--- src/hdl/sfp_pkg.sv ---
`default_nettype none
package sfp_pkg;
	// ============================================================
	// Port addresses
	localparam logic [15:0] PORT_BYPASS      = 16'h00ec;
	localparam logic [15:0] PORT_FAST_A20    = 16'h00ee;
	localparam logic [15:0] PORT_QUICK_RST   = 16'h00ef;
	localparam logic [15:0] PORT_PARITY      = 16'h00f2;
	localparam logic [15:0] PORT_WIN_CLOSE   = 16'h00f9;
	localparam logic [15:0] PORT_WIN_OPEN    = 16'h00fb;
	localparam logic [15:0] PORT_CLK_CTRL    = 16'h1072;
	localparam logic [15:0] PORT_CACHE_CTRL  = 16'hc472;
	localparam logic [15:0] PORT_REGION2     = 16'hcc72;
	localparam logic [15:0] PORT_UNLOCK_KEY  = 16'hf073;
	localparam logic [15:0] PORT_LOCK_STATE  = 16'hfc72;

	// ============================================================
	// Unlock values
	localparam logic [7:0]  UNLOCK_KEY_VAL   = 8'hda;
	localparam logic [15:0] UNLOCK_CONF_VAL  = 16'hda00;

	// ============================================================
	// Field positions and reset values
	localparam int          PARITY_SEL_BIT   = 6;
	localparam int          FREQ_SHIFT_BIT   = 15;
	localparam int          PWR_INTR_BIT     = 13;
	localparam int          INTR_END_BIT     = 1;
	localparam int          LOCK_STATE_BIT   = 0;
	localparam logic        CTRL_BIT_RST     = 1'b0;
	localparam logic [15:0] RDATA_ZERO       = 16'h0000;

	// ============================================================
	// Protected RAM window bounds
	localparam logic [23:0] WIN_LOW_ADDR     = 24'h0f0000;
	localparam logic [23:0] WIN_HIGH_ADDR    = 24'h0f0fff;

	// ============================================================
	// Chip select codes and timing
	localparam logic [4:0]  CS_PARITY_CODE   = 5'h1f;
	localparam logic [4:0]  CS_IDLE_CODE     = 5'h00;
	localparam int          QUICK_RST_CYCLES = 16;

	// Frequency shift handshake states
	typedef enum logic [1:0] {
		FS_IDLE  = 2'b00,
		FS_WAIT  = 2'b01,
		FS_APPLY = 2'b10
	} sfp_fs_e;
endpackage
`default_nettype wire

--- src/hdl/sfp_pulse.sv ---
`timescale 1ns/1ps
`default_nettype none
// ============================================================
// Fixed length pulse generator; a start during a pulse restarts it
module sfp_pulse #(
	parameter int LEN = 16
) (
	input  wire logic clk,
	input  wire logic arst_n,
	input  wire logic start,
	output logic      pulse_q
);
	localparam int CW = $clog2(LEN + 1);
	localparam logic [CW-1:0] LEN_C = CW'(LEN);
	localparam logic [CW-1:0] ONE_C = CW'(1);
	logic [CW-1:0] cnt_q;

	// Count down remaining high cycles
	always_ff @(posedge clk or negedge arst_n) begin
		if (!arst_n) begin
			cnt_q   <= '0;
			pulse_q <= 1'b0;
		end else if (start) begin
			cnt_q   <= LEN_C - ONE_C;
			pulse_q <= 1'b1;
		end else if (cnt_q != '0) begin
			cnt_q   <= cnt_q - ONE_C;
		end else begin
			pulse_q <= 1'b0;
		end
	end
endmodule // sfp_pulse
`default_nettype wire

--- src/hdl/sfp_sync.sv ---
`timescale 1ns/1ps
`default_nettype none
// ============================================================
// Two stage synchroniser for pin inputs
module sfp_sync #(
	parameter int W = 1
) (
	input  wire logic         clk,
	input  wire logic         arst_n,
	input  wire logic [W-1:0] async_in,
	output logic      [W-1:0] sync_out
);
	logic [W-1:0] meta_q;

	// First stage feeds only the second stage
	always_ff @(posedge clk or negedge arst_n) begin
		if (!arst_n) begin
			meta_q   <= '0;
			sync_out <= '0;
		end else begin
			meta_q   <= async_in;
			sync_out <= meta_q;
		end
	end
endmodule // sfp_sync
`default_nettype wire

--- src/hdl/sfp_top.sv ---
// Functional notes
// - Unlock: key DA to F073, then DA00 to FC72
// - Lock status read only, accepts DA00 write
// - Write 0FB when unlocked opens window
// - Open window allows access to F0000-F0FFF
// - Write 0F9 closes window, normal segment handling
// - Bypass changes need the window open
// - Write 0EC sets bypass, read clears
// - Bypass blocks IRQ13 and raw busy
// - With window, 0EE write/read sets/clears A20
// - A20 out is OR of three sources
// - Window plus 0EF read: 16 cycle reset
// - Reset out ORs fast, hot, keyboard resets
// - 0F2 bit6 selects parity, window gated
// - Parity write drives chip select 1F
// - C472 bit13 selects power interrupt mode
// - C472 bit15: clock changes request shift first
// - With bit15 set, clock change only after grant sampled; with it clear the change is immediate
// - CC72 bit1 selects internal interrupt end
`timescale 1ns/1ps
`default_nettype none
module sfp_top
	import sfp_pkg::*;
#(
	parameter int RST_LEN = QUICK_RST_CYCLES
) (
	input  wire logic        clk,
	input  wire logic        arst_n,
	input  wire logic [15:0] io_addr,
	input  wire logic [15:0] io_wdata,
	input  wire logic        io_wr,
	input  wire logic        io_rd,
	output logic      [15:0] io_rdata_q,
	input  wire logic [23:0] mem_addr,
	input  wire logic        mem_onboard_wr,
	output logic             window_hit_q,
	output logic             parity_invert_q,
	output logic      [4:0]  cs_code_q,
	input  wire logic        coproc_error_in,
	input  wire logic        coproc_busy_in,
	output logic             irq13_q,
	output logic             coproc_busy_to_processor_q,
	input  wire logic        kbc_a20_gate_in,
	input  wire logic        port92_a20,
	output logic             a20_gate_q,
	input  wire logic        kbc_reset_in,
	input  wire logic        port92_hot_reset,
	output logic             cpu_reset_q,
	input  wire logic        auto_speedup_req,
	input  wire logic        freq_shift_grant,
	output logic             freq_shift_request_q,
	output logic             clk_change_q,
	output logic             power_interrupt_mode_q,
	output logic             internal_intr_end_select_q
);
	// ============================================================
	// Decode helpers
	function automatic logic hit(input logic [15:0] a, input logic [15:0] p);
		hit = (a == p);
	endfunction

	function automatic logic in_window(input logic [23:0] a);
		in_window = (a >= WIN_LOW_ADDR) && (a <= WIN_HIGH_ADDR);
	endfunction

	// ============================================================
	// Pin synchronisers
	logic [3:0] pins_s;
	sfp_sync #(.W(4)) u_sync (
		.clk      (clk),
		.arst_n   (arst_n),
		.async_in ({coproc_error_in, coproc_busy_in, kbc_a20_gate_in, freq_shift_grant}),
		.sync_out (pins_s)
	);
	logic err_s;
	logic busy_s;
	logic kbc_a20_s;
	logic grant_s;
	assign err_s     = pins_s[3];
	assign busy_s    = pins_s[2];
	assign kbc_a20_s = pins_s[1];
	assign grant_s   = pins_s[0];

	// Keyboard reset comes from a pin too
	logic kbc_rst_s;
	sfp_sync #(.W(1)) u_sync_rst (
		.clk      (clk),
		.arst_n   (arst_n),
		.async_in (kbc_reset_in),
		.sync_out (kbc_rst_s)
	);

	// ============================================================
	// Unlock sequence
	logic key_seen_q;
	logic unlocked_q;
	logic wr_key;
	logic wr_conf;
	assign wr_key  = io_wr && hit(io_addr, PORT_UNLOCK_KEY);
	assign wr_conf = io_wr && hit(io_addr, PORT_LOCK_STATE);

	// Key must be followed by the confirm word; any other key write relocks
	always_ff @(posedge clk or negedge arst_n) begin
		if (!arst_n) begin
			key_seen_q <= 1'b0;
			unlocked_q <= 1'b0;
		end else if (wr_key) begin
			key_seen_q <= (io_wdata[7:0] == UNLOCK_KEY_VAL);
			if (io_wdata[7:0] != UNLOCK_KEY_VAL)
				unlocked_q <= 1'b0;
		end else if (wr_conf) begin
			// Only DA00 is accepted; other writes leave state alone
			if (key_seen_q && io_wdata == UNLOCK_CONF_VAL) begin
				unlocked_q <= 1'b1;
				key_seen_q <= 1'b0;
			end
		end
	end

	// ============================================================
	// Gated feature strobes; nothing fires while locked
	logic fw;
	logic fr;
	assign fw = io_wr && unlocked_q;
	assign fr = io_rd && unlocked_q;

	logic window_q;
	logic w_open;
	logic w_close;
	assign w_open  = fw && hit(io_addr, PORT_WIN_OPEN);
	assign w_close = fw && hit(io_addr, PORT_WIN_CLOSE);

	// Protected window state; data written is ignored
	always_ff @(posedge clk or negedge arst_n) begin
		if (!arst_n)
			window_q <= 1'b0;
		else if (w_open)
			window_q <= 1'b1;
		else if (w_close)
			window_q <= 1'b0;
	end

	// Window decode for the memory controller
	always_ff @(posedge clk or negedge arst_n) begin
		if (!arst_n)
			window_hit_q <= 1'b0;
		else
			window_hit_q <= window_q && in_window(mem_addr);
	end

	// ============================================================
	// Window gated strobes
	logic pw;
	logic pr;
	assign pw = fw && window_q;
	assign pr = fr && window_q;

	// Coprocessor bypass
	logic bypass_q;
	always_ff @(posedge clk or negedge arst_n) begin
		if (!arst_n)
			bypass_q <= 1'b0;
		else if (pw && hit(io_addr, PORT_BYPASS))
			bypass_q <= 1'b1;
		else if (pr && hit(io_addr, PORT_BYPASS))
			bypass_q <= 1'b0;
	end

	// Bypass masks the error interrupt and holds busy low
	always_ff @(posedge clk or negedge arst_n) begin
		if (!arst_n) begin
			irq13_q                    <= 1'b0;
			coproc_busy_to_processor_q <= 1'b0;
		end else begin
			irq13_q                    <= err_s && !bypass_q;
			coproc_busy_to_processor_q <= busy_s && !bypass_q;
		end
	end

	// ============================================================
	// Fast A20 gate
	logic fast_a20_q;
	always_ff @(posedge clk or negedge arst_n) begin
		if (!arst_n)
			fast_a20_q <= 1'b0;
		else if (pw && hit(io_addr, PORT_FAST_A20))
			fast_a20_q <= 1'b1;
		else if (pr && hit(io_addr, PORT_FAST_A20))
			fast_a20_q <= 1'b0;
	end

	always_ff @(posedge clk or negedge arst_n) begin
		if (!arst_n)
			a20_gate_q <= 1'b0;
		else
			a20_gate_q <= fast_a20_q || kbc_a20_s || port92_a20;
	end

	// ============================================================
	// Quick processor reset
	logic rst_start;
	logic rst_pulse;
	assign rst_start = pr && hit(io_addr, PORT_QUICK_RST);
	sfp_pulse #(.LEN(RST_LEN)) u_pulse (
		.clk     (clk),
		.arst_n  (arst_n),
		.start   (rst_start),
		.pulse_q (rst_pulse)
	);

	// The pulse is a flop, so the OR adds one more stage of delay
	always_ff @(posedge clk or negedge arst_n) begin
		if (!arst_n)
			cpu_reset_q <= 1'b0;
		else
			cpu_reset_q <= rst_pulse || port92_hot_reset || kbc_rst_s;
	end

	// ============================================================
	// Parity polarity and chip select side effect
	logic par_wr;
	assign par_wr = pw && hit(io_addr, PORT_PARITY);

	// Inversion applies to one write only, then normal parity resumes
	always_ff @(posedge clk or negedge arst_n) begin
		if (!arst_n)
			parity_invert_q <= 1'b0;
		else if (par_wr)
			parity_invert_q <= !io_wdata[PARITY_SEL_BIT];
		else if (mem_onboard_wr)
			parity_invert_q <= 1'b0;
	end

	always_ff @(posedge clk or negedge arst_n) begin
		if (!arst_n)
			cs_code_q <= CS_IDLE_CODE;
		else
			cs_code_q <= par_wr ? CS_PARITY_CODE : CS_IDLE_CODE;
	end

	// ============================================================
	// Mode bits in cache control and region two registers
	logic fs_en_q;
	always_ff @(posedge clk or negedge arst_n) begin
		if (!arst_n) begin
			fs_en_q                <= CTRL_BIT_RST;
			power_interrupt_mode_q <= CTRL_BIT_RST;
		end else if (fw && hit(io_addr, PORT_CACHE_CTRL)) begin
			fs_en_q                <= io_wdata[FREQ_SHIFT_BIT];
			power_interrupt_mode_q <= io_wdata[PWR_INTR_BIT];
		end
	end

	always_ff @(posedge clk or negedge arst_n) begin
		if (!arst_n)
			internal_intr_end_select_q <= CTRL_BIT_RST;
		else if (fw && hit(io_addr, PORT_REGION2))
			internal_intr_end_select_q <= io_wdata[INTR_END_BIT];
	end

	// ============================================================
	// Frequency shift handshake
	logic    chg_req;
	sfp_fs_e fs_q;
	sfp_fs_e fs_d;
	assign chg_req = auto_speedup_req || (fw && hit(io_addr, PORT_CLK_CTRL));

	// Requests arriving mid handshake are absorbed into the current change
	always_comb begin
		fs_d = fs_q;
		case (fs_q)
			FS_IDLE: begin
				if (chg_req)
					fs_d = fs_en_q ? FS_WAIT : FS_APPLY;
			end
			FS_WAIT: begin
				if (grant_s)
					fs_d = FS_APPLY;
			end
			FS_APPLY: fs_d = FS_IDLE;
			default:  fs_d = FS_IDLE;
		endcase
	end

	always_ff @(posedge clk or negedge arst_n) begin
		if (!arst_n)
			fs_q <= FS_IDLE;
		else
			fs_q <= fs_d;
	end

	always_ff @(posedge clk or negedge arst_n) begin
		if (!arst_n) begin
			freq_shift_request_q <= 1'b0;
			clk_change_q         <= 1'b0;
		end else begin
			freq_shift_request_q <= (fs_d == FS_WAIT);
			clk_change_q         <= (fs_d == FS_APPLY);
		end
	end

	// ============================================================
	// Read data; strobe ports and unmapped addresses read zero
	always_ff @(posedge clk or negedge arst_n) begin
		if (!arst_n)
			io_rdata_q <= RDATA_ZERO;
		else if (io_rd) begin
			io_rdata_q <= RDATA_ZERO;
			if (hit(io_addr, PORT_LOCK_STATE))
				io_rdata_q[LOCK_STATE_BIT] <= unlocked_q;
			else if (unlocked_q && hit(io_addr, PORT_CACHE_CTRL)) begin
				io_rdata_q[FREQ_SHIFT_BIT] <= fs_en_q;
				io_rdata_q[PWR_INTR_BIT]   <= power_interrupt_mode_q;
			end else if (unlocked_q && hit(io_addr, PORT_REGION2))
				io_rdata_q[INTR_END_BIT] <= internal_intr_end_select_q;
		end
	end
endmodule // sfp_top
`default_nettype wire

--- config.mk ---
export PLATFORM = sky130hd
export DESIGN_NAME = sfp_top
export DESIGN_NICKNAME = d
export VERILOG_FILES = /design/src/hdl/sfp_pkg.sv /design/src/hdl/sfp_pulse.sv /design/src/hdl/sfp_sync.sv /design/src/hdl/sfp_top.sv
export SDC_FILE = /design/constraint.sdc
export NUM_CORES = 1
export LEC_CHECK = 0
export ABC_AREA = 0
export ABC_CLOCK_PERIOD_IN_PS = 2100
export BUFFER_PORTS_ARGS = -buffer_cell sky130_fd_sc_hd__buf_4
export CAP_MARGIN = 10
export CORE_ASPECT_RATIO = 0.5
export CORE_MARGIN = 2
export CORE_UTILIZATION = 48
export CTS_CLUSTER_SIZE = 40
export DETAILED_ROUTE_END_ITERATION = 10
export PLACE_DENSITY = 0.95
export SLEW_MARGIN = 10
export SYNTH_ARGS = -nofsm -noshare
export SYNTH_HDL_FRONTEND = slang
export SYNTH_HIERARCHICAL = 1
export SYNTH_SLANG_ARGS = --single-unit
--- constraint.sdc ---
create_clock -name clk -period 2.1 [get_ports clk]
set_input_delay 0.21 -clock clk [delete_from_list [all_inputs] [get_ports clk]]
set_output_delay 0.21 -clock clk [all_outputs]
set_load 0.05 [all_outputs]
==> flow_summary.json, run 1 <==
{
  "outcome": "finished, final reports clean",
  "arrival_ps": 2010,
  "grt_usage_pct": 20.2,
  "power_density_nw_per_um2": 664,
  "met1_length_um": 1770,
  "area_growth_pct": 37.3,
  "path_max_fanout": 4,
  "max_freq_mhz": 554,
  "synth_edf_count": 0,
  "cap_violations": 0,
  "drt-wirelength-per-cell_um": 14.6,
  "floorplan.rows": 16,
  "worstSkewPairLatency_ps": 290,
  "portBuffers": 75,
  "start_util_pct": 49.2,
  "fin_ws_ps": 293,
  "wl_um": 4410,
  "start_kind": "input pin",
  "avgViaCountPerCell": 5.30,
  "syn-instance-count": 170,
  "drtPass1Iterations": 4,
  "critPathKind": "in2reg",
  "ant_nets": 0,
  "drcViolationCount": 0,
  "finalPower_mw": 1.72,
  "ios": 100,
  "slew_viol_final": 0,
  "cts_resized": 0,
  "route.vias.total": 1607,
  "met3_wirelength_um": 196,
  "die_y_um": 48.4,
  "synth_top_cell_by_area": "dfrtp_1",
  "drive_above_1_share_pct": 39.8,
  "setup_viol": 0,
  "ys.flop_type": "dfrtp_1",
  "routed-wl-met2_um": 2410,
  "post-place-ws_ps": 73.5,
  "fp.coreArea_um2": 3840,
  "startpoint": "io_addr[9]",
  "synth-seq-cells": 39,
  "clock-sinks": 39,
  "hpwlAfterDp_um": 3350,
  "rsz0062_at_grt": "no",
  "nets": 318,
  "setup_tns_ps": 0,
  "utilization_pct": 67.5,
  "grt_pass1_vias": 1606,
  "tightest_slew_ps": 518,
  "num_antenna_cells": 0,
  "reg2regPathDepth": 5,
  "worstReg2RegEnd": "u_pulse/cnt_q[1]",
  "end_kind": "flip-flop",
  "async_flop_share_pct": 100,
  "r2r-start": "window_q",
  "fp.dieArea_um2": 4490,
  "antenna_found_initial": 0,
  "clk_path_buf_depth": 2,
  "maxUsedRoutingLayer": "met4",
  "total_leakage_power_nw": 1.26,
  "final-instance-count-excl-fill": 303,
  "ys_types": 46,
  "min_period_ps": 1810,
  "hold_viol_final": 0,
  "yosysMostFrequentCell": "dfrtp_1",
  "numCtsBuffers": 5,
  "syn-cell-area_um2": 1890,
  "ys_top_cells_by_count": "39 x dfrtp_1, 16 x buf_4, 12 x inv_1",
  "place_inst": 294,
  "fin_crit_sh_pct": 86.0,
  "drt_iter0_markers": 112,
  "grt_pass1_wl_um": 7160,
  "gp_congestion": 0.830,
  "critPathCapture": "u_pulse/cnt_q[1]",
  "gr-total-overflow": 0,
  "root_buffer": "clkbuf_8",
  "netlist_top_cells_area": "dfrtp_1 52%, buf_4 6.4%, nand4_1 2.6%, nor2b_1 2.6%, inv_1 2.4%",
  "cts_tree": "built",
  "yosysSeqAreaShare_pct": 51.6,
  "avgSynthCellArea_um2": 11.1,
  "finalClockSkew_ps": 8.12,
  "htree_num_levels": 2,
  "synth_top_area_share_pct": 51.6,
  "ir_drop_mv": 0.341,
  "die_w_um": 92.8,
  "path_clk_slew_ps": 70,
  "worstPathRequired_ps": 2300,
  "ff2ff_setup_slack_ps": 390,
  "ys.warnings.count": 6,
  "slew_headroom_pct": 65.2,
  "hold_class": "in2reg",
  "grt_start_max_net_pins": 40
}
-- cell type report --
type                            count  area (µm²)
Timing Repair Buffer               78         588
Clock inverter                      3        67.6
Fill cell                         289        1250
Inverter                           12        45.0
Tap cell                           54        67.6
Clock buffer                        5        68.8
Sequential cell                    39         976
Multi-Input combinational cell    112         783
-- sequential cells by signal, summed over array words and instances, names as in the netlist, 2 cells and up --
name and count:
u_sync/sync_out 4, u_pulse/cnt_q 5, u_sync/meta_q 4, fs_q 2
io_rdata_q 4
-- how the worst min path moves through the flow --
| stage | from | to | slack [ps] | depth (start not counted) |
|---|---|---|---|---|
| 3_3_place_gp | arst_n | u_sync/sync_out[3] | 200 | 1 |
| 5_1_grt | kbc_a20_gate_in | u_sync/meta_q[1] | 10 | 1 |
| 3_5_place_dp | arst_n | u_sync/meta_q[3] | 210 | 1 |
| 6_report | coproc_busy_in | u_sync/meta_q[2] | 20 | 1 |
| 4_1_cts | coproc_busy_in | u_sync/meta_q[2] | 20 | 1 |
| 2_1_floorplan | arst_n | a20_gate_q | -90 | 0 |
-- cells in the final DEF (no fill, tap or decap), drive strengths merged, types with 2 or more instances in the layout --
cell type / n
a31o: 2
and4b: 3
buf: 77
bufinv: 2
clkbuf: 5
conb: 12
dfrtp: 39
inv: 12
mux2: 4
nand2: 4
nand2b: 4
nand3: 5
nand4: 8
nand4b: 3
nor2: 7
nor2b: 8
nor3: 5
nor4: 7
nor4b: 2
nor4bb: 2
o31ai: 4
o32ai: 5
o41ai: 2
or3: 4
or3b: 2
-- timing repair --
item	CTS	global route
buffers inserted	0	0
hold buffers	1	0
hold endpoints to repair	39	0
-- routing by layer --
layer	up-vias	GRT usage, %
li1	756	-
met1	802	23.0
met2	45	37.6
met3	4	5.14
met4	0	6.37
met5	-	0
-- power by group --
part / total (mW) / switching [mW] / internal, mW
sequential: 0.773 / 0.00646 / 0.767
combinational: 0.218 / 0.127 / 0.0916
clock: 0.733 / 0.259 / 0.474
-- worst max-delay path, cell delays in order --
cell,delay [ps]
buf_4,120
nor4_1,370
nand4_1,180
nand2b_1,230
nor3_1,480
inv_1,180
a31oi_1,240
-- stage by stage --
stage                     instance area [µm²]  hold slack, ps
after floorplan                          1930           -85.6
after global placement                   2450             197
after detailed placement                 2450             206
after CTS                                2600            15.8
after global routing                     2600            11.6
final                                    2600            24.6
-- cells by family after synthesis --
| group | Yosys count | synth area share, % |
|---|---|---|
| xor+xnor | 1 | 0.463 |
| fa+ha+maj | 1 | 0.662 |
| simple gates | 72 | 26.1 |
| other cells | 1 | 0.198 |
| compound gates | 21 | 8.87 |
| buf+inv | 30 | 9.13 |
| flops | 39 | 51.6 |
| mux | 5 | 2.91 |
(Power assumes the default switching activity.)
==> run 2: changes to the inputs <==
--- a/config.mk
+++ b/config.mk
@@ -11,9 +11,11 @@
 export CAP_MARGIN = 10
 export CORE_ASPECT_RATIO = 0.5
 export CORE_MARGIN = 2
-export CORE_UTILIZATION = 48
+export CORE_UTILIZATION = 50
+export CTS_BUF_LIST = sky130_fd_sc_hd__clkbuf_8
 export CTS_CLUSTER_SIZE = 40
 export DETAILED_ROUTE_END_ITERATION = 10
+export MAX_ROUTING_LAYER = met4
 export PLACE_DENSITY = 0.95
 export SLEW_MARGIN = 10
 export SYNTH_ARGS = -nofsm -noshare
==> run 2 against run 1 <==
  * Combinational power about the same
  * Via count down 1.4%
  * Final area shrank 0.29%
  * Hold slack worse by 4.4 ps
==> flow_summary.json, run 2 (synthesized netlist as in run 1, its figures left out) <==
{
  "place_inst": 291,
  "swShare_pct": 22.8,
  "gr-total-overflow": 0,
  "power.switching_uw": 392,
  "clkPwrFrac_pct": 42.4,
  "drive_above_1_share_pct": 39.4,
  "root_buffer": "clkbuf_8",
  "hold_buffers": 1,
  "hold_class": "in2reg",
  "wl_um": 4360,
  "slew_viol_final": 0,
  "grt_usage_pct": 22.0,
  "worstSkewPairLatency_ps": 300,
  "top_register": "u_pulse/cnt_q",
  "worstPathRequired_ps": 2290,
  "end_kind": "flip-flop",
  "area_growth_pct": 36.9,
  "total_leakage_power_nw": 1.27,
  "min_period_ps": 1710,
  "start_util_pct": 53.6,
  "htree_num_levels": 2,
  "hold_viol_final": 0,
  "final_cell_mix": "77 x buf_4, 39 x dfrtp_1, 13 x inv_1, 12 x conb_1",
  "power_density_nw_per_um2": 664,
  "drt_iter0_markers": 113,
  "cts_tree": "built",
  "die_y_um": 47.5,
  "ant_nets": 0,
  "comb_power_share_pct": 12.7,
  "fp.coreArea_um2": 3530,
  "drcViolationCount": 0,
  "drtPass1Iterations": 4,
  "hpwlAfterDp_um": 3440,
  "num_antenna_cells": 0,
  "ir_drop_mv": 0.447,
  "timing.hold.ws_ps": 20.1,
  "nets": 318,
  "clk_path_buf_depth": 2,
  "route.vias.total": 1584,
  "largest_reg_flops": 5,
  "cap_violations": 0,
  "start_kind": "input pin",
  "path_clk_slew_ps": 80,
  "p_int_mw": 1.33,
  "gp_congestion": 0.861,
  "seqPwrFrac_pct": 44.9,
  "setup_viol": 0,
  "avgViaCountPerCell": 5.28,
  "layout_commonest_cell": "buf_4",
  "path_max_fanout": 4,
  "antenna_found_initial": 0,
  "floorplan.rows": 15,
  "max_freq_mhz": 586,
  "final-instance-count-excl-fill": 300,
  "postCtsSetupBuffers": 0,
  "clock-sinks": 39,
  "ios": 100,
  "fin_crit_sh_pct": 81.3,
  "rsz0062_at_grt": "no",
  "grt_start_max_net_pins": 40,
  "grt_pass1_wl_um": 6810,
  "critPathKind": "in2reg",
  "portBuffers": 75,
  "grt_pass1_vias": 1517,
  "fp.dieArea_um2": 4320,
  "cts_resized": 0,
  "die_w_um": 91.0,
  "finalClockSkew_ps": 8.78,
  "setup_tns_ps": 0,
  "numCtsBuffers": 5,
  "outcome": "finished, final reports clean",
  "arrival_ps": 1890,
  "drt-wirelength-per-cell_um": 14.5
}
-- run 2: cell count changes in the layout (fill, tap and decap cells not counted) --
cell | before | now
inv_1 | 12 | 13
clkinvlp_4 | 1 | 0
-- run 2: layer usage --
layer	up-vias	part of all wire [%]	track usage [%]
li1	757	-	-
met1	776	40	22.7
met2	44	55	42.5
met3	7	4.6	7.56
met4	0	1.2	6.06
met5	-	0	-
-- run 2: power groups by stage --
| stage | sequential [mW] | clock [mW] | combinational (mW) |
|---|---|---|---|
| floorplan | 0.805 | 0 | 0.0925 |
| global placement | 0.787 | 0 | 0.210 |
| detailed placement | 0.788 | 0 | 0.216 |
| CTS | 0.773 | 0.737 | 0.218 |
| global route | 0.774 | 0.781 | 0.231 |
| finish | 0.773 | 0.729 | 0.218 |
-- run 2: cell type report --
class | count | area (µm²)
clock buffer | 5 | 68.8
timing repair buffer | 78 | 588
inverter | 12 | 45.0
multi-input combinational | 112 | 783
clock inverter | 3 | 63.8
tap | 51 | 63.8
fill | 246 | 940
sequential | 39 | 976
-- run 2: per-stage QoR --
stage	setup WS, ps	power [mW]	instance area, µm²	util, %
5_1_grt	264	1.79	2590	73.4
2_1_floorplan	265	0.898	1930	-
3_5_place_dp	77.4	1.00	2450	69.3
6_report	393	1.72	2590	73.4
4_1_cts	394	1.73	2590	73.4
3_3_place_gp	105	0.996	2450	69.3
-- run 2: critical path, cell delays in order --
cell and delay [ps]:
buf_4 120, or4b_4 550, or4_4 530, nor2_1 140
mux2_2 340
-- run 2: path summary, 6_finish.rpt --
kind	from	cells past startpoint	slack [ps]	to
worst max-delay path	io_addr[2]	5	390	internal_intr_end_select_q
worst min-delay path	coproc_busy_in	1	20	u_sync/meta_q[2]
worst max register to register	window_q	5	500	u_pulse/cnt_q[1]
worst min register to register	u_sync/meta_q[1]	0	350	u_sync/sync_out[1]
max in group asynchronous	arst_n	2	1350	window_q
min in group asynchronous	arst_n	2	420	u_pulse/cnt_q[3]
